<file path="config.mk">
export PLATFORM = sky130hd
export DESIGN_NAME = sbe_regs
export DESIGN_NICKNAME = d
export VERILOG_FILES = /design/src/sbe_pkg.sv /design/src/sbe_fifo.sv /design/src/sbe_tx_shift.sv /design/src/sbe_regs.sv
export SDC_FILE = /design/constraint.sdc
export NUM_CORES = 1
export LEC_CHECK = 0
export BUFFER_PORTS_ARGS = -buffer_cell sky130_fd_sc_hd__buf_2
export CAP_MARGIN = 20
export CORE_MARGIN = 2
export CORE_UTILIZATION = 25
export DETAILED_ROUTE_END_ITERATION = 8
export PLACE_DENSITY = 0.5
export SLEW_MARGIN = 30
export SYNTH_ARGS = -nofsm -noshare
export SYNTH_HDL_FRONTEND = slang
export SYNTH_SLANG_ARGS = --single-unit
</file>
<file path="constraint.sdc">
create_clock -name REF_CLK -period 5.7 [get_ports REF_CLK]
set_input_delay 1.14 -clock REF_CLK [delete_from_list [all_inputs] [get_ports REF_CLK]]
set_output_delay 1.14 -clock REF_CLK [all_outputs]
set_load 0.005 [all_outputs]
</file>
<file path="src/sbe_pkg.sv">
// constants, field positions and carrier types for the serial buffer and irq enable slice
// assumes a single system clock and a same-clock special function register bus
package sbe_pkg;

	// =====================================================================
	// register addresses and reset values
	localparam logic [7:0] SBE_ADDR_UART0_DATA = 8'h99;
	localparam logic [7:0] SBE_ADDR_UART1_DATA = 8'h9A;
	localparam logic [7:0] SBE_ADDR_IRQ_EN = 8'h9B;
	localparam logic [7:0] SBE_RST_UART0_DATA = 8'h00;
	localparam logic [7:0] SBE_RST_UART1_DATA = 8'h00;
	localparam logic [7:0] SBE_RST_IRQ_EN = 8'h00;
	localparam logic [7:0] SBE_UNMAPPED_RDATA = 8'h00;

	// =====================================================================
	// bit positions of extended_irq_enables and of the request vector
	localparam int SBE_BIT_TIMER2 = 7;
	localparam int SBE_BIT_SPI = 6;
	localparam int SBE_BIT_BRAKE = 5;
	localparam int SBE_BIT_WATCHDOG = 4;
	localparam int SBE_BIT_PWM = 3;
	localparam int SBE_BIT_CAPTURE = 2;
	localparam int SBE_BIT_PIN = 1;
	localparam int SBE_BIT_I2C = 0;

	// =====================================================================
	// sizes and timing
	localparam int SBE_DATA_W = 8;
	localparam int SBE_FIFO_DEPTH = 8;
	localparam int SBE_BIT_CYCLES = 16;
	localparam int SBE_FRAME_BITS = 8;

	// =====================================================================
	// carriers
	typedef struct packed {
		logic wr;
		logic rd;
		logic [7:0] addr;
		logic [7:0] wdata;
	} sbe_sfr_req_s;

	typedef struct packed {
		logic timer2_overflow_flag;
		logic spi_done_flag;
		logic spi_overrun_flag;
		logic spi_mode_fault_flag;
		logic brake_event_flag;
		logic watchdog_timeout_flag;
		logic pwm_period_flag;
		logic [2:0] capture_channel_flags;
		logic [7:0] pin_event_flags;
		logic i2c_state_flag;
		logic i2c_timeout_flag;
	} sbe_irq_src_s;

	typedef enum {
		SBE_TX_IDLE,
		SBE_TX_START,
		SBE_TX_DATA,
		SBE_TX_STOP
	} sbe_tx_state_e;

endpackage

</file>
<file path="src/sbe_fifo.sv">
// first-in first-out buffer with valid/ready on both sides
// assumes both sides on the same clock; full refuses, empty withholds valid
`timescale 1ns/100ps

module sbe_fifo #(
	parameter int WIDTH = 8,
	parameter int DEPTH = 8
) (
	input logic clk, // system clock
	input logic rst, // synchronous reset, active high
	input logic wr_valid, // word offered
	input logic [WIDTH-1:0] wr_data, // word to store
	output logic wr_ready, // room for a word
	output logic rd_valid, // word available
	output logic [WIDTH-1:0] rd_data, // oldest word
	input logic rd_ready // consumer takes the word
);

	localparam int PW = (DEPTH > 1) ? $clog2(DEPTH) : 1;
	localparam int CW = $clog2(DEPTH + 1);

	logic [WIDTH-1:0] mem [DEPTH];
	logic [PW-1:0] wp_r, wp_nxt, rp_r, rp_nxt;
	logic [CW-1:0] cnt_r, cnt_nxt;
	logic push, pop;

	function automatic logic [PW-1:0] wrap_inc(input logic [PW-1:0] p);
		return (p == PW'(DEPTH - 1)) ? '0 : p + 1'b1;
	endfunction

	// =====================================================================
	// pointers and fill level
	always_comb begin
		push = wr_valid && wr_ready;
		pop = rd_valid && rd_ready;
		wp_nxt = push ? wrap_inc(wp_r) : wp_r;
		rp_nxt = pop ? wrap_inc(rp_r) : rp_r;
		cnt_nxt = cnt_r;
		if (push && !pop) begin
			cnt_nxt = cnt_r + 1'b1;
		end else if (pop && !push) begin
			cnt_nxt = cnt_r - 1'b1;
		end
	end

	always_ff @(posedge clk) begin
		if (rst) begin
			wp_r <= '0;
			rp_r <= '0;
			cnt_r <= '0;
		end else begin
			wp_r <= wp_nxt;
			rp_r <= rp_nxt;
			cnt_r <= cnt_nxt;
		end
	end

	// storage is not reset; nothing reads an empty slot
	always_ff @(posedge clk) begin
		if (push) begin
			mem[wp_r] <= wr_data;
		end
	end

	assign wr_ready = (cnt_r != CW'(DEPTH));
	assign rd_valid = (cnt_r != '0);
	assign rd_data = mem[rp_r];

endmodule

</file>
<file path="src/sbe_tx_shift.sv">
// serial transmit shifter: start bit, eight data bits lsb first, stop bit
// assumes the byte source holds valid until in_ready takes it
`timescale 1ns/100ps

module sbe_tx_shift #(
	parameter int BIT_CYCLES = sbe_pkg::SBE_BIT_CYCLES
) (
	input logic clk, // system clock
	input logic rst, // synchronous reset, active high
	input logic in_valid, // byte offered
	input logic [7:0] in_data, // byte to send
	output logic in_ready, // idle, takes the byte
	output logic txd, // serial line, idles high
	output logic done // one-cycle pulse at end of stop bit
);

	sbe_pkg::sbe_tx_state_e state_r, state_nxt;
	logic [15:0] cnt_r, cnt_nxt;
	logic [2:0] bitn_r, bitn_nxt;
	logic [7:0] sh_r, sh_nxt;
	logic txd_r, txd_nxt, done_r, done_nxt;
	logic bit_end;

	// =====================================================================
	// frame sequencer
	always_comb begin
		state_nxt = state_r;
		cnt_nxt = cnt_r;
		bitn_nxt = bitn_r;
		sh_nxt = sh_r;
		txd_nxt = txd_r;
		done_nxt = 1'b0;
		bit_end = (cnt_r == 16'(BIT_CYCLES - 1));
		if (state_r != sbe_pkg::SBE_TX_IDLE) begin
			cnt_nxt = bit_end ? '0 : cnt_r + 1'b1;
		end
		unique case (state_r)
			sbe_pkg::SBE_TX_IDLE: begin
				txd_nxt = 1'b1;
				if (in_valid) begin
					sh_nxt = in_data;
					cnt_nxt = '0;
					txd_nxt = 1'b0;
					state_nxt = sbe_pkg::SBE_TX_START;
				end
			end
			sbe_pkg::SBE_TX_START: begin
				if (bit_end) begin
					bitn_nxt = '0;
					txd_nxt = sh_r[0];
					state_nxt = sbe_pkg::SBE_TX_DATA;
				end
			end
			sbe_pkg::SBE_TX_DATA: begin
				if (bit_end) begin
					if (bitn_r == 3'(sbe_pkg::SBE_FRAME_BITS - 1)) begin
						txd_nxt = 1'b1;
						state_nxt = sbe_pkg::SBE_TX_STOP;
					end else begin
						bitn_nxt = bitn_r + 1'b1;
						sh_nxt = {1'b0, sh_r[7:1]};
						txd_nxt = sh_r[1];
					end
				end
			end
			sbe_pkg::SBE_TX_STOP: begin
				if (bit_end) begin
					done_nxt = 1'b1;
					state_nxt = sbe_pkg::SBE_TX_IDLE;
				end
			end
		endcase
	end

	always_ff @(posedge clk) begin
		if (rst) begin
			state_r <= sbe_pkg::SBE_TX_IDLE;
			cnt_r <= '0;
			bitn_r <= '0;
			sh_r <= '0;
			txd_r <= 1'b1;
			done_r <= 1'b0;
		end else begin
			state_r <= state_nxt;
			cnt_r <= cnt_nxt;
			bitn_r <= bitn_nxt;
			sh_r <= sh_nxt;
			txd_r <= txd_nxt;
			done_r <= done_nxt;
		end
	end

	assign in_ready = (state_r == sbe_pkg::SBE_TX_IDLE);
	assign txd = txd_r;
	assign done = done_r;

endmodule

</file>
<file path="src/sbe_regs.sv">
// serial data buffers of two ports and the extended interrupt enable register
// assumes the register bus, receive engines and peripheral flags share REF_CLK
`timescale 1ns/100ps

module sbe_regs #(
	parameter int BIT_CYCLES = sbe_pkg::SBE_BIT_CYCLES,
	parameter int FIFO_DEPTH = sbe_pkg::SBE_FIFO_DEPTH
) (
	input logic REF_CLK, // system clock
	input logic RESET, // synchronous reset, active high
	input sbe_pkg::sbe_sfr_req_s SFR_REQ, // register bus request
	output logic [7:0] SFR_RDATA, // read data, one cycle after rd
	input logic UART0_RX_VALID, // port 0 receiver has a byte
	input logic [7:0] UART0_RX_DATA, // port 0 received byte
	input logic UART1_RX_VALID, // port 1 receiver has a byte
	input logic [7:0] UART1_RX_DATA, // port 1 received byte
	output logic UART0_TXD, // port 0 serial output
	output logic UART0_TX_READY, // port 0 buffer has room
	output logic UART1_TX_START, // port 1 start pulse
	output logic [7:0] UART1_TX_DATA, // port 1 byte to shift
	output logic UART0_TX_DONE_FLAG, // port 0 transmit done flag
	input logic UART0_TX_DONE_CLR, // software clear of done flag
	input logic SERIAL0_IRQ_ALLOW, // serial port 0 interrupt enable
	output logic SERIAL0_IRQ, // serial port 0 request
	input sbe_pkg::sbe_irq_src_s IRQ_SRC, // peripheral flags
	output logic [7:0] IRQ_REQ // gated requests to the core
);

	logic wr0, wr1, wr_en, rd_any;
	logic fifo_wr_ready, fifo_rd_valid, fifo_rd_ready, tx0_done;
	logic [7:0] fifo_rd_data;
	logic [7:0] allow_r, allow_nxt;
	logic [7:0] rx0_r, rx0_nxt, rx1_r, rx1_nxt;
	logic [7:0] tx1_data_r, tx1_data_nxt;
	logic tx1_start_r, tx1_start_nxt;
	logic [7:0] rdata_r, rdata_nxt;
	logic done_r, done_nxt;
	logic serial_r, serial_nxt;
	logic [7:0] irq_r, irq_nxt;
	logic [7:0] src_vec;

	function automatic logic sfr_hit(input logic stb, input logic [7:0] a, input logic [7:0] target);
		return stb && (a == target);
	endfunction

	// =====================================================================
	// address decode
	always_comb begin
		wr0 = sfr_hit(SFR_REQ.wr, SFR_REQ.addr, sbe_pkg::SBE_ADDR_UART0_DATA);
		wr1 = sfr_hit(SFR_REQ.wr, SFR_REQ.addr, sbe_pkg::SBE_ADDR_UART1_DATA);
		wr_en = sfr_hit(SFR_REQ.wr, SFR_REQ.addr, sbe_pkg::SBE_ADDR_IRQ_EN);
		rd_any = SFR_REQ.rd;
	end

	// =====================================================================
	// port 0 transmit path: buffer then shifter
	// a write while the buffer is full is dropped; software polls UART0_TX_READY
	sbe_fifo #(
		.WIDTH(sbe_pkg::SBE_DATA_W),
		.DEPTH(FIFO_DEPTH)
	) u_tx0_fifo (
		.clk(REF_CLK),
		.rst(RESET),
		.wr_valid(wr0),
		.wr_data(SFR_REQ.wdata),
		.wr_ready(fifo_wr_ready),
		.rd_valid(fifo_rd_valid),
		.rd_data(fifo_rd_data),
		.rd_ready(fifo_rd_ready)
	);

	sbe_tx_shift #(
		.BIT_CYCLES(BIT_CYCLES)
	) u_tx0_shift (
		.clk(REF_CLK),
		.rst(RESET),
		.in_valid(fifo_rd_valid),
		.in_data(fifo_rd_data),
		.in_ready(fifo_rd_ready),
		.txd(UART0_TXD),
		.done(tx0_done)
	);

	assign UART0_TX_READY = fifo_wr_ready;

	// =====================================================================
	// flag vector in enable-bit order
	always_comb begin
		src_vec = '0;
		src_vec[sbe_pkg::SBE_BIT_TIMER2] = IRQ_SRC.timer2_overflow_flag;
		src_vec[sbe_pkg::SBE_BIT_SPI] = IRQ_SRC.spi_done_flag | IRQ_SRC.spi_overrun_flag |
			IRQ_SRC.spi_mode_fault_flag;
		src_vec[sbe_pkg::SBE_BIT_BRAKE] = IRQ_SRC.brake_event_flag;
		src_vec[sbe_pkg::SBE_BIT_WATCHDOG] = IRQ_SRC.watchdog_timeout_flag;
		src_vec[sbe_pkg::SBE_BIT_PWM] = IRQ_SRC.pwm_period_flag;
		src_vec[sbe_pkg::SBE_BIT_CAPTURE] = |IRQ_SRC.capture_channel_flags;
		src_vec[sbe_pkg::SBE_BIT_PIN] = |IRQ_SRC.pin_event_flags;
		src_vec[sbe_pkg::SBE_BIT_I2C] = IRQ_SRC.i2c_state_flag | IRQ_SRC.i2c_timeout_flag;
	end

	// =====================================================================
	// register file and request gating
	always_comb begin
		allow_nxt = allow_r;
		rx0_nxt = rx0_r;
		rx1_nxt = rx1_r;
		tx1_data_nxt = tx1_data_r;
		tx1_start_nxt = 1'b0;
		rdata_nxt = rdata_r;
		if (wr_en) begin
			allow_nxt = SFR_REQ.wdata;
		end
		if (wr1) begin
			tx1_data_nxt = SFR_REQ.wdata;
			tx1_start_nxt = 1'b1;
		end
		if (UART0_RX_VALID) begin
			rx0_nxt = UART0_RX_DATA;
		end
		if (UART1_RX_VALID) begin
			rx1_nxt = UART1_RX_DATA;
		end
		if (rd_any) begin
			unique case (SFR_REQ.addr)
				sbe_pkg::SBE_ADDR_UART0_DATA: rdata_nxt = rx0_r;
				sbe_pkg::SBE_ADDR_UART1_DATA: rdata_nxt = rx1_r;
				sbe_pkg::SBE_ADDR_IRQ_EN: rdata_nxt = allow_r;
				default: rdata_nxt = sbe_pkg::SBE_UNMAPPED_RDATA;
			endcase
		end
		// set wins over a clear in the same cycle
		done_nxt = tx0_done ? 1'b1 : (UART0_TX_DONE_CLR ? 1'b0 : done_r);
		serial_nxt = done_nxt && SERIAL0_IRQ_ALLOW;
		// flags pass through untouched; only the request is masked
		irq_nxt = allow_r & src_vec;
	end

	always_ff @(posedge REF_CLK) begin
		if (RESET) begin
			allow_r <= sbe_pkg::SBE_RST_IRQ_EN;
			rx0_r <= sbe_pkg::SBE_RST_UART0_DATA;
			rx1_r <= sbe_pkg::SBE_RST_UART1_DATA;
			tx1_data_r <= sbe_pkg::SBE_RST_UART1_DATA;
			tx1_start_r <= 1'b0;
			rdata_r <= sbe_pkg::SBE_UNMAPPED_RDATA;
			done_r <= 1'b0;
			serial_r <= 1'b0;
			irq_r <= '0;
		end else begin
			allow_r <= allow_nxt;
			rx0_r <= rx0_nxt;
			rx1_r <= rx1_nxt;
			tx1_data_r <= tx1_data_nxt;
			tx1_start_r <= tx1_start_nxt;
			rdata_r <= rdata_nxt;
			done_r <= done_nxt;
			serial_r <= serial_nxt;
			irq_r <= irq_nxt;
		end
	end

	assign SFR_RDATA = rdata_r;
	assign UART1_TX_START = tx1_start_r;
	assign UART1_TX_DATA = tx1_data_r;
	assign UART0_TX_DONE_FLAG = done_r;
	assign SERIAL0_IRQ = serial_r;
	assign IRQ_REQ = irq_r;

	// =====================================================================
	// checks
	tx0_launch_a: assert property (@(posedge REF_CLK) disable iff (RESET)
		wr0 && !fifo_rd_valid && fifo_rd_ready |=> ##[0:2] !UART0_TXD)
		else $error("port 0 write did not start a frame");

	rx0_read_a: assert property (@(posedge REF_CLK) disable iff (RESET)
		SFR_REQ.rd && SFR_REQ.addr == sbe_pkg::SBE_ADDR_UART0_DATA |=> SFR_RDATA == $past(rx0_r))
		else $error("port 0 read did not return receive register");

	rx1_read_a: assert property (@(posedge REF_CLK) disable iff (RESET)
		SFR_REQ.rd && SFR_REQ.addr == sbe_pkg::SBE_ADDR_UART1_DATA |=> SFR_RDATA == $past(rx1_r))
		else $error("port 1 read did not return receive register");

	tx1_start_a: assert property (@(posedge REF_CLK) disable iff (RESET)
		wr1 |=> UART1_TX_START && UART1_TX_DATA == $past(SFR_REQ.wdata) ##1 (!UART1_TX_START || $past(wr1)))
		else $error("port 1 write did not pulse start with the byte");

	timer_gate_a: assert property (@(posedge REF_CLK) disable iff (RESET)
		1'b1 |=> IRQ_REQ[7] == ($past(allow_r[7]) && $past(IRQ_SRC.timer2_overflow_flag)))
		else $error("timer 2 request gating wrong");

	spi_gate_a: assert property (@(posedge REF_CLK) disable iff (RESET)
		allow_r[6] && IRQ_SRC.spi_mode_fault_flag |=> IRQ_REQ[6])
		else $error("spi mode fault not forwarded");

	capture_gate_a: assert property (@(posedge REF_CLK) disable iff (RESET)
		allow_r[2] && IRQ_SRC.capture_channel_flags[2] |=> IRQ_REQ[2])
		else $error("capture channel 2 not forwarded");

	pin_gate_a: assert property (@(posedge REF_CLK) disable iff (RESET)
		!allow_r[1] |=> !IRQ_REQ[1])
		else $error("pin request passed while disabled");

	i2c_gate_a: assert property (@(posedge REF_CLK) disable iff (RESET)
		allow_r[0] && IRQ_SRC.i2c_timeout_flag |=> IRQ_REQ[0])
		else $error("i2c timeout not forwarded");

	done_set_a: assert property (@(posedge REF_CLK) disable iff (RESET)
		tx0_done |=> UART0_TX_DONE_FLAG ##1 (UART0_TX_DONE_FLAG || $past(UART0_TX_DONE_CLR)))
		else $error("done flag not set or lost");

	mask_only_a: assert property (@(posedge REF_CLK) disable iff (RESET)
		wr_en && SFR_REQ.wdata == 8'h00 |=> ##1 IRQ_REQ == 8'h00)
		else $error("request survived clearing all enables");

	brake_gate_a: assert property (@(posedge REF_CLK) disable iff (RESET)
		1'b1 |=> IRQ_REQ[sbe_pkg::SBE_BIT_BRAKE] ==
			($past(allow_r[sbe_pkg::SBE_BIT_BRAKE]) && $past(IRQ_SRC.brake_event_flag)))
		else $error("brake request gating wrong");

	wdog_gate_a: assert property (@(posedge REF_CLK) disable iff (RESET)
		1'b1 |=> IRQ_REQ[sbe_pkg::SBE_BIT_WATCHDOG] ==
			($past(allow_r[sbe_pkg::SBE_BIT_WATCHDOG]) && $past(IRQ_SRC.watchdog_timeout_flag)))
		else $error("watchdog request gating wrong");

	pwm_gate_a: assert property (@(posedge REF_CLK) disable iff (RESET)
		1'b1 |=> IRQ_REQ[sbe_pkg::SBE_BIT_PWM] ==
			($past(allow_r[sbe_pkg::SBE_BIT_PWM]) && $past(IRQ_SRC.pwm_period_flag)))
		else $error("pwm request gating wrong");

	spi_done_a: assert property (@(posedge REF_CLK) disable iff (RESET)
		allow_r[sbe_pkg::SBE_BIT_SPI] && IRQ_SRC.spi_done_flag |=> IRQ_REQ[sbe_pkg::SBE_BIT_SPI])
		else $error("spi transfer done not forwarded");

	spi_overrun_a: assert property (@(posedge REF_CLK) disable iff (RESET)
		allow_r[sbe_pkg::SBE_BIT_SPI] && IRQ_SRC.spi_overrun_flag |=> IRQ_REQ[sbe_pkg::SBE_BIT_SPI])
		else $error("spi overrun not forwarded");

	spi_quiet_a: assert property (@(posedge REF_CLK) disable iff (RESET)
		!allow_r[sbe_pkg::SBE_BIT_SPI] |=> !IRQ_REQ[sbe_pkg::SBE_BIT_SPI])
		else $error("spi request passed while disabled");

	capture_chan0_a: assert property (@(posedge REF_CLK) disable iff (RESET)
		allow_r[sbe_pkg::SBE_BIT_CAPTURE] && IRQ_SRC.capture_channel_flags[0] |=> IRQ_REQ[sbe_pkg::SBE_BIT_CAPTURE])
		else $error("capture channel 0 not forwarded");

	capture_none_a: assert property (@(posedge REF_CLK) disable iff (RESET)
		IRQ_SRC.capture_channel_flags == 3'h0 |=> !IRQ_REQ[sbe_pkg::SBE_BIT_CAPTURE])
		else $error("capture request without a flag");

	pin_any_a: assert property (@(posedge REF_CLK) disable iff (RESET)
		allow_r[sbe_pkg::SBE_BIT_PIN] && IRQ_SRC.pin_event_flags != 8'h00 |=> IRQ_REQ[sbe_pkg::SBE_BIT_PIN])
		else $error("pin event not forwarded");

	pin_none_a: assert property (@(posedge REF_CLK) disable iff (RESET)
		IRQ_SRC.pin_event_flags == 8'h00 |=> !IRQ_REQ[sbe_pkg::SBE_BIT_PIN])
		else $error("pin request without a flag");

	i2c_state_a: assert property (@(posedge REF_CLK) disable iff (RESET)
		allow_r[sbe_pkg::SBE_BIT_I2C] && IRQ_SRC.i2c_state_flag |=> IRQ_REQ[sbe_pkg::SBE_BIT_I2C])
		else $error("i2c state change not forwarded");

	i2c_quiet_a: assert property (@(posedge REF_CLK) disable iff (RESET)
		!allow_r[sbe_pkg::SBE_BIT_I2C] |=> !IRQ_REQ[sbe_pkg::SBE_BIT_I2C])
		else $error("i2c request passed while disabled");

	en_write_a: assert property (@(posedge REF_CLK) disable iff (RESET)
		wr_en |=> allow_r == $past(SFR_REQ.wdata))
		else $error("enable register write lost");

	en_read_a: assert property (@(posedge REF_CLK) disable iff (RESET)
		SFR_REQ.rd && SFR_REQ.addr == sbe_pkg::SBE_ADDR_IRQ_EN |=> SFR_RDATA == $past(allow_r))
		else $error("enable register read wrong");

	rx0_load_a: assert property (@(posedge REF_CLK) disable iff (RESET)
		UART0_RX_VALID |=> rx0_r == $past(UART0_RX_DATA))
		else $error("port 0 receive byte not stored");

	rx1_load_a: assert property (@(posedge REF_CLK) disable iff (RESET)
		UART1_RX_VALID |=> rx1_r == $past(UART1_RX_DATA))
		else $error("port 1 receive byte not stored");

	txd_idle_a: assert property (@(posedge REF_CLK) disable iff (RESET)
		!fifo_rd_valid && fifo_rd_ready |=> UART0_TXD)
		else $error("port 0 line left idle level without a byte");

	done_hold_a: assert property (@(posedge REF_CLK) disable iff (RESET)
		UART0_TX_DONE_FLAG && !UART0_TX_DONE_CLR |=> UART0_TX_DONE_FLAG)
		else $error("done flag dropped without a clear");

	done_clear_a: assert property (@(posedge REF_CLK) disable iff (RESET)
		UART0_TX_DONE_CLR && !tx0_done |=> !UART0_TX_DONE_FLAG)
		else $error("done flag survived a clear");

	serial_gate_a: assert property (@(posedge REF_CLK) disable iff (RESET)
		!SERIAL0_IRQ_ALLOW |=> !SERIAL0_IRQ)
		else $error("serial request passed while disabled");

	tx1_hold_a: assert property (@(posedge REF_CLK) disable iff (RESET)
		!wr1 |=> !UART1_TX_START && $stable(UART1_TX_DATA))
		else $error("port 1 start or byte changed without a write");

	rdata_hold_a: assert property (@(posedge REF_CLK) disable iff (RESET)
		!SFR_REQ.rd |=> $stable(SFR_RDATA))
		else $error("read data changed without a read");

endmodule

</file>
==> results of run 1 <==
cells in the mapped netlist (2+ instances only):
library cell | instances | area (um^2)
dfxtp_1 | 95 | 1900
nor2_1 | 79 | 297
edfxtp_1 | 64 | 1920
mux2i_1 | 46 | 460
nand2_1 | 38 | 143
a21oi_1 | 34 | 170
o21ai_0 | 18 | 90.1
clkbuf_1 | 16 | 60.1
inv_1 | 16 | 60.1
mux4_2 | 16 | 360
ha_1 | 14 | 175
a31oi_1 | 12 | 75.1
nand2b_1 | 11 | 68.8
nor2b_1 | 10 | 62.6
a211o_1 | 9 | 78.8
a211oi_1 | 8 | 60.1
buf_2 | 8 | 40.0
nand3_1 | 8 | 40.0
nor3_1 | 7 | 35.0
nor4_1 | 7 | 43.8
nor3b_1 | 6 | 45.0
or3_1 | 5 | 31.3
a22oi_1 | 4 | 30.0
and3_1 | 4 | 25.0
and2_1 | 3 | 18.8
nand3b_1 | 3 | 22.5
nand4_1 | 3 | 18.8
xnor2_1 | 3 | 26.3
a41oi_1 | 2 | 17.5
buf_1 | 2 | 7.51
buf_4 | 2 | 15.0
buf_6 | 2 | 22.5
nor4_2 | 2 | 25.0
logic make-up after synthesis:
logic type | after synthesis | synth area share [%]
mux | 62 | 12.4
xor+xnor | 4 | 0.530
buf+inv | 46 | 3.10
simple gates | 191 | 14.1
fa+ha+maj | 15 | 2.95
flops | 159 | 57.8
compound gates | 96 | 9.05
metrics by stage:
step | cell area [um^2] | std cells
6_report | 7960 | 1000
5_1_grt | 7960 | 1000
4_1_cts | 7960 | 1000
3_5_place_dp | 7360 | 968
3_3_place_gp | 7340 | 968
2_1_floorplan | 6610 | 573
report_power, final:
group	total [W]	switching, W	internal [W]	leakage [nW]
Sequential	0.00131	0.0000642	0.00125	1.35
Clock	0.00113	0.000539	0.000589	0.290
Combinational	0.000671	0.000354	0.000317	1.47
Total	0.00311	0.000957	0.00215	3.11
final timing paths:
| check | endpoint | cells after the start |
|---|---|---|
| max reg2reg | u_tx0_fifo.cnt_r[3] | 10 |
| max | u_tx0_fifo.cnt_r[3] | 13 |
| min reg2reg | u_tx0_shift.sh_r[3] | 2 |
| min | u_tx0_shift.sh_r[3] | 2 |
registers in the layout (all words and copies together) (netlist names), named ones only:
register	flops
u_tx0_shift.state_r	2
u_tx0_shift.done	1
rx0_r	8
u_tx0_fifo.cnt_r	4
u_tx0_shift.txd	1
SFR_RDATA	8
u_tx0_fifo.wp_r	3
SERIAL0_IRQ	1
IRQ_REQ	8
u_tx0_shift.cnt_r	16
UART1_TX_DATA	8
allow_r	8
u_tx0_fifo.rp_r	3
UART0_TX_DONE_FLAG	1
rx1_r	8
u_tx0_shift.bitn_r	3
u_tx0_shift.sh_r	8
UART1_TX_START	1
u_tx0_fifo.mem	64
cell type report:
type / count / area (um^2)
Timing Repair Buffer: 90 / 455
Inverter: 16 / 60.1
Clock buffer: 17 / 425
Fill cell: 2682 / 18000
Tap cell: 335 / 419
Clock inverter: 15 / 169
Sequential cell: 159 / 3820
Multi-Input combinational cell: 368 / 2600
worst reg2reg max path: cells and delay by family (launching register included):
kind / cells / cell delay (ps)
DFF: 1 / 370
buffers and inverters: 1 / 90
AOI/OAI and AO/OA: 3 / 470
and+or+nand+nor: 3 / 1220
adders and majority gates: 2 / 510
xor gates and xnor gates: 1 / 90
per-layer routing:
layer  wire length, um  vias to the layer above
li1                  -                     2240
met1              6920                     2126
met2              7240                       94
met3               607                       19
met4               246                        0
met5                 0                        -
==> flow_metrics.tcl, run 1 <==
set metrics [dict create \
    grt_max_degree 79 \
    die_w_um 167 \
    drv_cap 0 \
    startpoint_type "input pin" \
    vias 4479 \
    dr.pass1.iters 4 \
    cp.arrival_ps 3870 \
    fin_crit_ps 3520 \
    io_pins 89 \
    worstHoldStart "u_tx0_shift.sh_r[3]" \
    r2r-start "u_tx0_fifo.cnt_r[0]" \
    cts_setup_buffers 0 \
    crit_start "SFR_REQ[8]" \
    dieArea_um2 27800 \
    period_share_pct 61.8 \
    slew_headroom_pct 43.3 \
    grt_overflow_total 0 \
    cp_common_cell "inv_1" \
    drt-initial-drc-count 198 \
    timing_hold_violations_final 0 \
    yosysUniqueCellTypes 49 \
    total_power_w 0.00311 \
    synth_edf_count 64 \
    clock.fmax_ghz 0.284 \
    p_leak_nw 3.11 \
    worstPathRequired_ps 6050 \
    wl_mm 15.0 \
    grt_setup_unrepaired "no" \
    p_per_area_nw_per_um2 391 \
    setup_violations 0 \
    busiest_layer "met2" \
    crit_fanout 10 \
    syn2layout_area_growth_pct 20.3 \
    cp_slowest_stage_delay_ps 380 \
    grtUsageTotal_pct 10.9 \
    io_buffers 88 \
    cts_buffer_depth 2 \
    initial_core_util_pct 25.4 \
    layout_setup_ws_ps 2180 \
    slowest_stage "nor3b_4" \
    grt_use_met1_pct 13.7 \
    cp-end-kind "register" \
    ys_seq_area_share_pct 57.8 \
    postRouteAntennaNets 0 \
    rows 59 \
    hold_class "register to register" \
    cp_top_family "simple AND/OR/NAND/NOR gates" \
    async_flop_share_pct 0 \
    die_h_um 167 \
    cts_buffers 17 \
    nNetsFinal 727 \
    grt_pass1_wl_mm 24.0 \
    gr-usage-met2_pct 18.2 \
    r2r_slack_ps 2890 \
    layout_commonest_cell "dfxtp_1" \
    drc 0 \
    yosys_warnings 0 \
    dp_slack_ps 1720 \
    worst_pin_slew_ps 850 \
    avgSynthCellArea_um2 11.5 \
    first_global_vias 4416 \
    slew_viol_final 0 \
    antenna_found_initial 0 \
    grtUsageMet3_pct 2.90 \
    gp_congestion 0.740 \
    crit_buf_inv 4 \
    cts_resized 0 \
    run_status "complete, no violations" \
    wl_per_cell_um 15.0 \
    layout_common_cells "dfxtp_1 (95), buf_2 (88), nor2_1 (79)" \
    htree_levels 4 \
    worstPathCellList "buf_2 -> inv_1 -> nor3b_4 -> nand4_1 -> inv_1 -> ha_1 -> inv_1 -> ha_1 -> a21o_1 -> a21oi_1 -> xnor2_1 -> or3_1 -> a21oi_1" \
    tns_ps 0 \
    netlist_instances 573 \
    dpl.hpwl_mm 10.4 \
    postCtsHoldBufs 0 \
    cts-root-buf "clkbuf_16" \
    core_um2 26000 \
    netlist_area_um2 6610 \
    max-vdd-ir-drop_mv 0.194 \
    clock_sinks 159 \
    yosys_most_used_dff "dfxtp_1" \
    insertion_delay_ps 430 \
    ys_ff_latch 159 \
    viasPerCell 4.48 \
    post-route-util_pct 30.6 \
    syn-num-nets 648 \
    num_antenna_cells 0 \
    fin_skew_ps 11.0 \
    cts_tree "done" \
    holdWs_ps 456 \
    layout-drive-gt1-share_pct 21.8 \
    clkTransAtPathRegs_ps 70 \
    crit_type "input pin to register" \
]
Power figures use the tool's default switching activity.
==> inputs of run 2 (changes only) <==
==> constraint.sdc (replaced) <==
create_clock -name REF_CLK -period 3.39 [get_ports REF_CLK]
set_input_delay 0.678 -clock REF_CLK [delete_from_list [all_inputs] [get_ports REF_CLK]]
set_output_delay 0.678 -clock REF_CLK [all_outputs]
set_load 0.005 [all_outputs]
==> flow_metrics.tcl, run 2 (same netlist as run 1, synthesis figures left out) <==
set metrics [dict create \
    run_status "complete, no violations" \
    syn2layout_area_growth_pct 21.4 \
    largest_reg_flops 64 \
    layout-drive-gt1-share_pct 23.0 \
    postCtsHoldBufs 0 \
    slew_headroom_pct 44.5 \
    regArea_um2 3820 \
    cp_top_family "simple AND/OR/NAND/NOR gates" \
    total_power_w 0.00520 \
    multiInputGateArea_um2 2590 \
    p_leak_nw 3.17 \
    drc 0 \
    grt_pass1_wl_mm 24.3 \
    cts_setup_buffers 0 \
    crit_buf_inv 3 \
    layout_common_cells "dfxtp_1 (95), buf_2 (88), nor2_1 (79)" \
    layout_commonest_cell "dfxtp_1" \
    first_global_vias 4473 \
    wl_per_cell_um 14.6 \
    dr.pass1.iters 6 \
    vias 4487 \
    cp-end-kind "register" \
    cts_tree "done" \
    tns_ps 0 \
    grt_overflow_total 0 \
    htree_levels 4 \
    drv_cap 0 \
    dpl.hpwl_mm 10.3 \
    clock_sinks 159 \
    startpoint_type "input pin" \
    cp_slowest_stage_delay_ps 300 \
    num_antenna_cells 0 \
    setup_violations 0 \
    max-vdd-ir-drop_mv 0.331 \
    initial_core_util_pct 25.4 \
    io_pins 89 \
    nNetsFinal 741 \
    rows 59 \
    core_um2 26000 \
    period_share_pct 81.7 \
    wl_mm 14.8 \
    worstPathCellList "buf_2 -> nor2b_1 -> nor3b_4 -> nand4_1 -> inv_1 -> ha_1 -> inv_1 -> ha_1 -> a21o_1 -> a21oi_1 -> xnor2_1 -> or3_1 -> a21oi_1" \
    antenna_found_initial 0 \
    slew_viol_final 0 \
    io_buffers 88 \
    cts_buffers 17 \
    top_register "u_tx0_fifo.mem" \
    grt_max_degree 78 \
    gp_congestion 0.700 \
    clkTransAtPathRegs_ps 60 \
    die_w_um 167 \
    largest_registers "u_tx0_fifo.mem: 64 flops, u_tx0_shift.cnt_r: 16 flops" \
    fin_crit_ps 2770 \
    dieArea_um2 27800 \
    postRouteAntennaNets 0 \
    timing_hold_violations_final 0 \
    die_h_um 167 \
    cts_resized 0 \
    crit_type "input pin to register" \
    cp.arrival_ps 3110 \
    n_fill_cell 2711 \
    drt-initial-drc-count 245 \
    hold_class "register to register" \
    worstPathRequired_ps 3730 \
    clock.fmax_ghz 0.361 \
    grt_setup_unrepaired "no" \
    p_per_area_nw_per_um2 648 \
    cts_buffer_depth 2 \
    insertion_delay_ps 420 \
    slowest_stage "or3_1" \
    cts-root-buf "clkbuf_16" \
    viasPerCell 4.43 \
    grtUsageTotal_pct 11.0 \
    fin_skew_ps 18.5 \
    crit_fanout 5 \
    worst_pin_slew_ps 833 \
]
run 2: worst register-to-register path, stage by stage, from the launching register on:
cell and delay, ps:
dfxtp_1 370, nor4_1 480, nand2b_1 310, ha_1 220, inv_1 90, ha_1 290
a21o_1 180, a21oi_1 170, xnor2_1 90, or3_1 300, a21oi_1 150
run 2: per-stage QoR:
| stage | utilization [%] | cells | hold WS (ps) | setup slack (ps) | cell area [um^2] |
|---|---|---|---|---|---|
| 4_1_cts | 30.9 | 1014 | 434 | 635 | 8030 |
| 3_3_place_gp | 28.7 | 982 | 447 | 327 | 7450 |
| 6_report | 30.9 | 1014 | 453 | 621 | 8030 |
| 3_5_place_dp | 28.7 | 982 | 444 | 232 | 7450 |
| 5_1_grt | 30.9 | 1014 | 466 | 309 | 8030 |
| 2_1_floorplan | - | 573 | 422 | 373 | 6610 |
run 2: layout make-up:
cell class	count	area share (%)
Clock buffer	19	5.78
Clock inverter	13	1.39
Inverter	16	0.748
Multi-Input combinational cell	368	32.2
Sequential cell	159	47.6
Tap cell	335	5.22
Timing Repair Buffer	104	6.98
run 2: worst paths after layout:
path                                             to                start  slack (ps)  cells after the start
worst max-delay path            u_tx0_fifo.cnt_r[3]          SFR_REQ[10]         620                     13
worst min-delay path            u_tx0_shift.sh_r[4]  u_tx0_shift.sh_r[4]         450                      2
worst max register to register  u_tx0_fifo.cnt_r[3]  u_tx0_fifo.cnt_r[0]         660                     10
worst min register to register  u_tx0_shift.sh_r[4]  u_tx0_shift.sh_r[4]         450                      2
run 2: power by group:
group          switching (W)  internal [W]  total, W
clock               0.000833       0.00103   0.00186
combinational       0.000597      0.000543   0.00114
sequential          0.000109       0.00210   0.00221
total                0.00154       0.00367   0.00520
run 2: metal layers:
layer | vias to the layer above | global-route usage (%) | part of all wire [%]
met5 | - | 0 | 0
met4 | 0 | 3.15 | 0.93
met3 | 10 | 3.09 | 4.4
met2 | 83 | 18.2 | 49
met1 | 2123 | 14.0 | 46
li1 | 2271 | - | -
==> inputs of run 3 (changes only) <==
--- a/config.mk
+++ b/config.mk
@@ -10,7 +10,7 @@
 export CORE_MARGIN = 2
 export CORE_UTILIZATION = 25
 export DETAILED_ROUTE_END_ITERATION = 8
-export PLACE_DENSITY = 0.5
+export PLACE_DENSITY = 0.52
 export SLEW_MARGIN = 30
 export SYNTH_ARGS = -nofsm -noshare
 export SYNTH_HDL_FRONTEND = slang
==> constraint.sdc (replaced) <==
create_clock -name REF_CLK -period 2.4 [get_ports REF_CLK]
set_input_delay 0.48 -clock REF_CLK [delete_from_list [all_inputs] [get_ports REF_CLK]]
set_output_delay 0.48 -clock REF_CLK [all_outputs]
set_load 0.005 [all_outputs]
==> flow_metrics.tcl, run 3 (same netlist as run 1, synthesis figures left out) <==
set metrics [dict create \
    htree_levels 4 \
    grtUsageMet3_pct 2.54 \
    cts_tree "done" \
    io_buffers 88 \
    grt_overflow_total 0 \
    worstPathCellList "buf_2 -> nor4bb_1 -> buf_4 -> nand4_1 -> inv_2 -> ha_4 -> inv_4 -> ha_4 -> a21o_1 -> a21oi_2 -> xnor2_1 -> or3_1 -> a21oi_1" \
    setup_violations 0 \
    cp_top_family "simple AND/OR/NAND/NOR gates" \
    dp_slack_ps -249 \
    dieArea_um2 27800 \
    p_per_area_nw_per_um2 902 \
    worstSetupPathDepth 13 \
    busiest_layer "met2" \
    gp_congestion 0.734 \
    r2r_slack_ps 190 \
    gr-usage-met2_pct 18.4 \
    comb_power_share_pct 24.8 \
    worstPathRequired_ps 2750 \
    cts_buffer_depth 2 \
    dr.pass1.iters 4 \
    crit_fanout 3 \
    drt-initial-drc-count 239 \
    fin_cells 1032 \
    period_share_pct 92.4 \
    syn2layout_area_growth_pct 23.9 \
    switchingPower_w 0.00216 \
    internal-power_w 0.00523 \
    fin_skew_ps 7.39 \
    clock_sinks 159 \
    cp_slowest_stage_delay_ps 340 \
    cts-root-buf "clkbuf_16" \
    crit_end "u_tx0_fifo.cnt_r[3]" \
    cp.arrival_ps 2560 \
    crit_type "input pin to register" \
    r2r-start "u_tx0_fifo.cnt_r[0]" \
    cts_buffers 17 \
    layout_setup_ws_ps 183 \
    grt_use_met1_pct 12.9 \
    wl_mm 14.4 \
    largest_reg_flops 64 \
    insertion_delay_ps 420 \
    grt_setup_unrepaired "no" \
    slew_viol_final 0 \
    r2r_cells 12 \
    clkTransAtPathRegs_ps 70 \
    run_status "complete, no violations" \
    drv_cap 0 \
    largest_registers "u_tx0_fifo.mem: 64 flops, u_tx0_shift.cnt_r: 16 flops" \
    crit_start "SFR_REQ[14]" \
    slowest_stage "or3_1" \
    fin_crit_ps 2220 \
    hold_class "input pin to register" \
    num_antenna_cells 0 \
    seq_power_share_pct 41.9 \
    crit_buf_inv 4 \
    timing.rr.end "u_tx0_fifo.cnt_r[3]" \
    layout-drive-gt1-share_pct 26.4 \
    die_w_um 167 \
    place_inst 1001 \
    timing_hold_violations_final 0 \
    antenna_found_initial 0 \
    grt_max_degree 39 \
    grtUsageTotal_pct 10.6 \
    first_global_vias 4585 \
    die_h_um 167 \
    wl_per_cell_um 13.9 \
    post-route-util_pct 31.5 \
    vias 4539 \
    initial_core_util_pct 25.4 \
    worst_pin_slew_ps 571 \
    core_um2 26000 \
    postRouteAntennaNets 0 \
    dpl.hpwl_mm 10.6 \
    clock.fmax_ghz 0.451 \
    rows 59 \
    startpoint_type "input pin" \
    cp-end-kind "register" \
    power_switching_share_pct 29.3 \
    cp_common_cell "ha_4" \
    viasPerCell 4.40 \
    slew_headroom_pct 61.9 \
    layout_common_cells "dfxtp_1 (95), buf_2 (88), nor2_1 (79)" \
    nNetsFinal 760 \
    drc 0 \
    clkPwrFrac_pct 33.2 \
    top_register "u_tx0_fifo.mem" \
    grt_pass1_wl_mm 23.7 \
    max-vdd-ir-drop_mv 0.496 \
    p_leak_nw 3.23 \
    total_power_w 0.00739 \
    io_pins 89 \
    layout_commonest_cell "dfxtp_1" \
]
[run 3: cell count changes in the layout (fill, tap and decap cells not counted), moves of 2 or more]
cell / change
buf_4: +18
clkinv_1: -2
clkinvlp_2: +3
clkinvlp_4: +3
ha_1: -2
ha_4: +2
inv_1: -3
inv_8: -2
[run 3: layer usage]
| metal | vias up | part of all wire [%] |
|---|---|---|
| li1 | 2294 | - |
| met1 | 2150 | 46 |
| met2 | 85 | 49 |
| met3 | 10 | 3.8 |
| met4 | 0 | 1.1 |
| met5 | - | 0 |
[run 3: timing repair]
item / in CTS / in global routing
hold buffers: 0 / 0
gates resized for setup: 0 / 2
endpoints found under the setup margin: 0 / 1
setup buffers: 0 / 0
[run 3: worst min path at each step]
stage,start,end,slack (ps),cells after the start
6_report,SERIAL0_IRQ_ALLOW,SERIAL0_IRQ,260,2
5_1_grt,SERIAL0_IRQ_ALLOW,SERIAL0_IRQ,250,2
4_1_cts,SERIAL0_IRQ_ALLOW,SERIAL0_IRQ,240,2
3_5_place_dp,SFR_RDATA[1],SFR_RDATA[1],450,2
3_3_place_gp,SFR_RDATA[5],SFR_RDATA[5],440,2
2_1_floorplan,allow_r[3],IRQ_REQ[3],420,2
[run 3: through the flow]
step	hold slack, ps	area, um^2	setup TNS (ps)
6_report	255	8190	0
4_1_cts	237	8180	0
3_5_place_dp	448	7640	-367
2_1_floorplan	422	6680	-117
3_3_place_gp	437	7640	-215
5_1_grt	247	8190	0
[run 3: power groups by stage]
stage	Sequential, W	Clock, W	Combinational [W]
3_3_place_gp	0.00316	0	0.00184
6_report	0.00310	0.00245	0.00183
4_1_cts	0.00310	0.00252	0.00186
3_5_place_dp	0.00316	0	0.00186
5_1_grt	0.00312	0.00263	0.00205
2_1_floorplan	0.00311	0	0.00140
[run 3: area by class of cell]
cell class / instances / area (um^2)
fillers: 2676 / 17800
flip-flops and latches: 159 / 3820
multi-input cells: 368 / 2630
repair buffers: 123 / 716
clock buffers: 17 / 425
well taps: 335 / 419
clock inverters: 14 / 110
inverters: 16 / 67.6
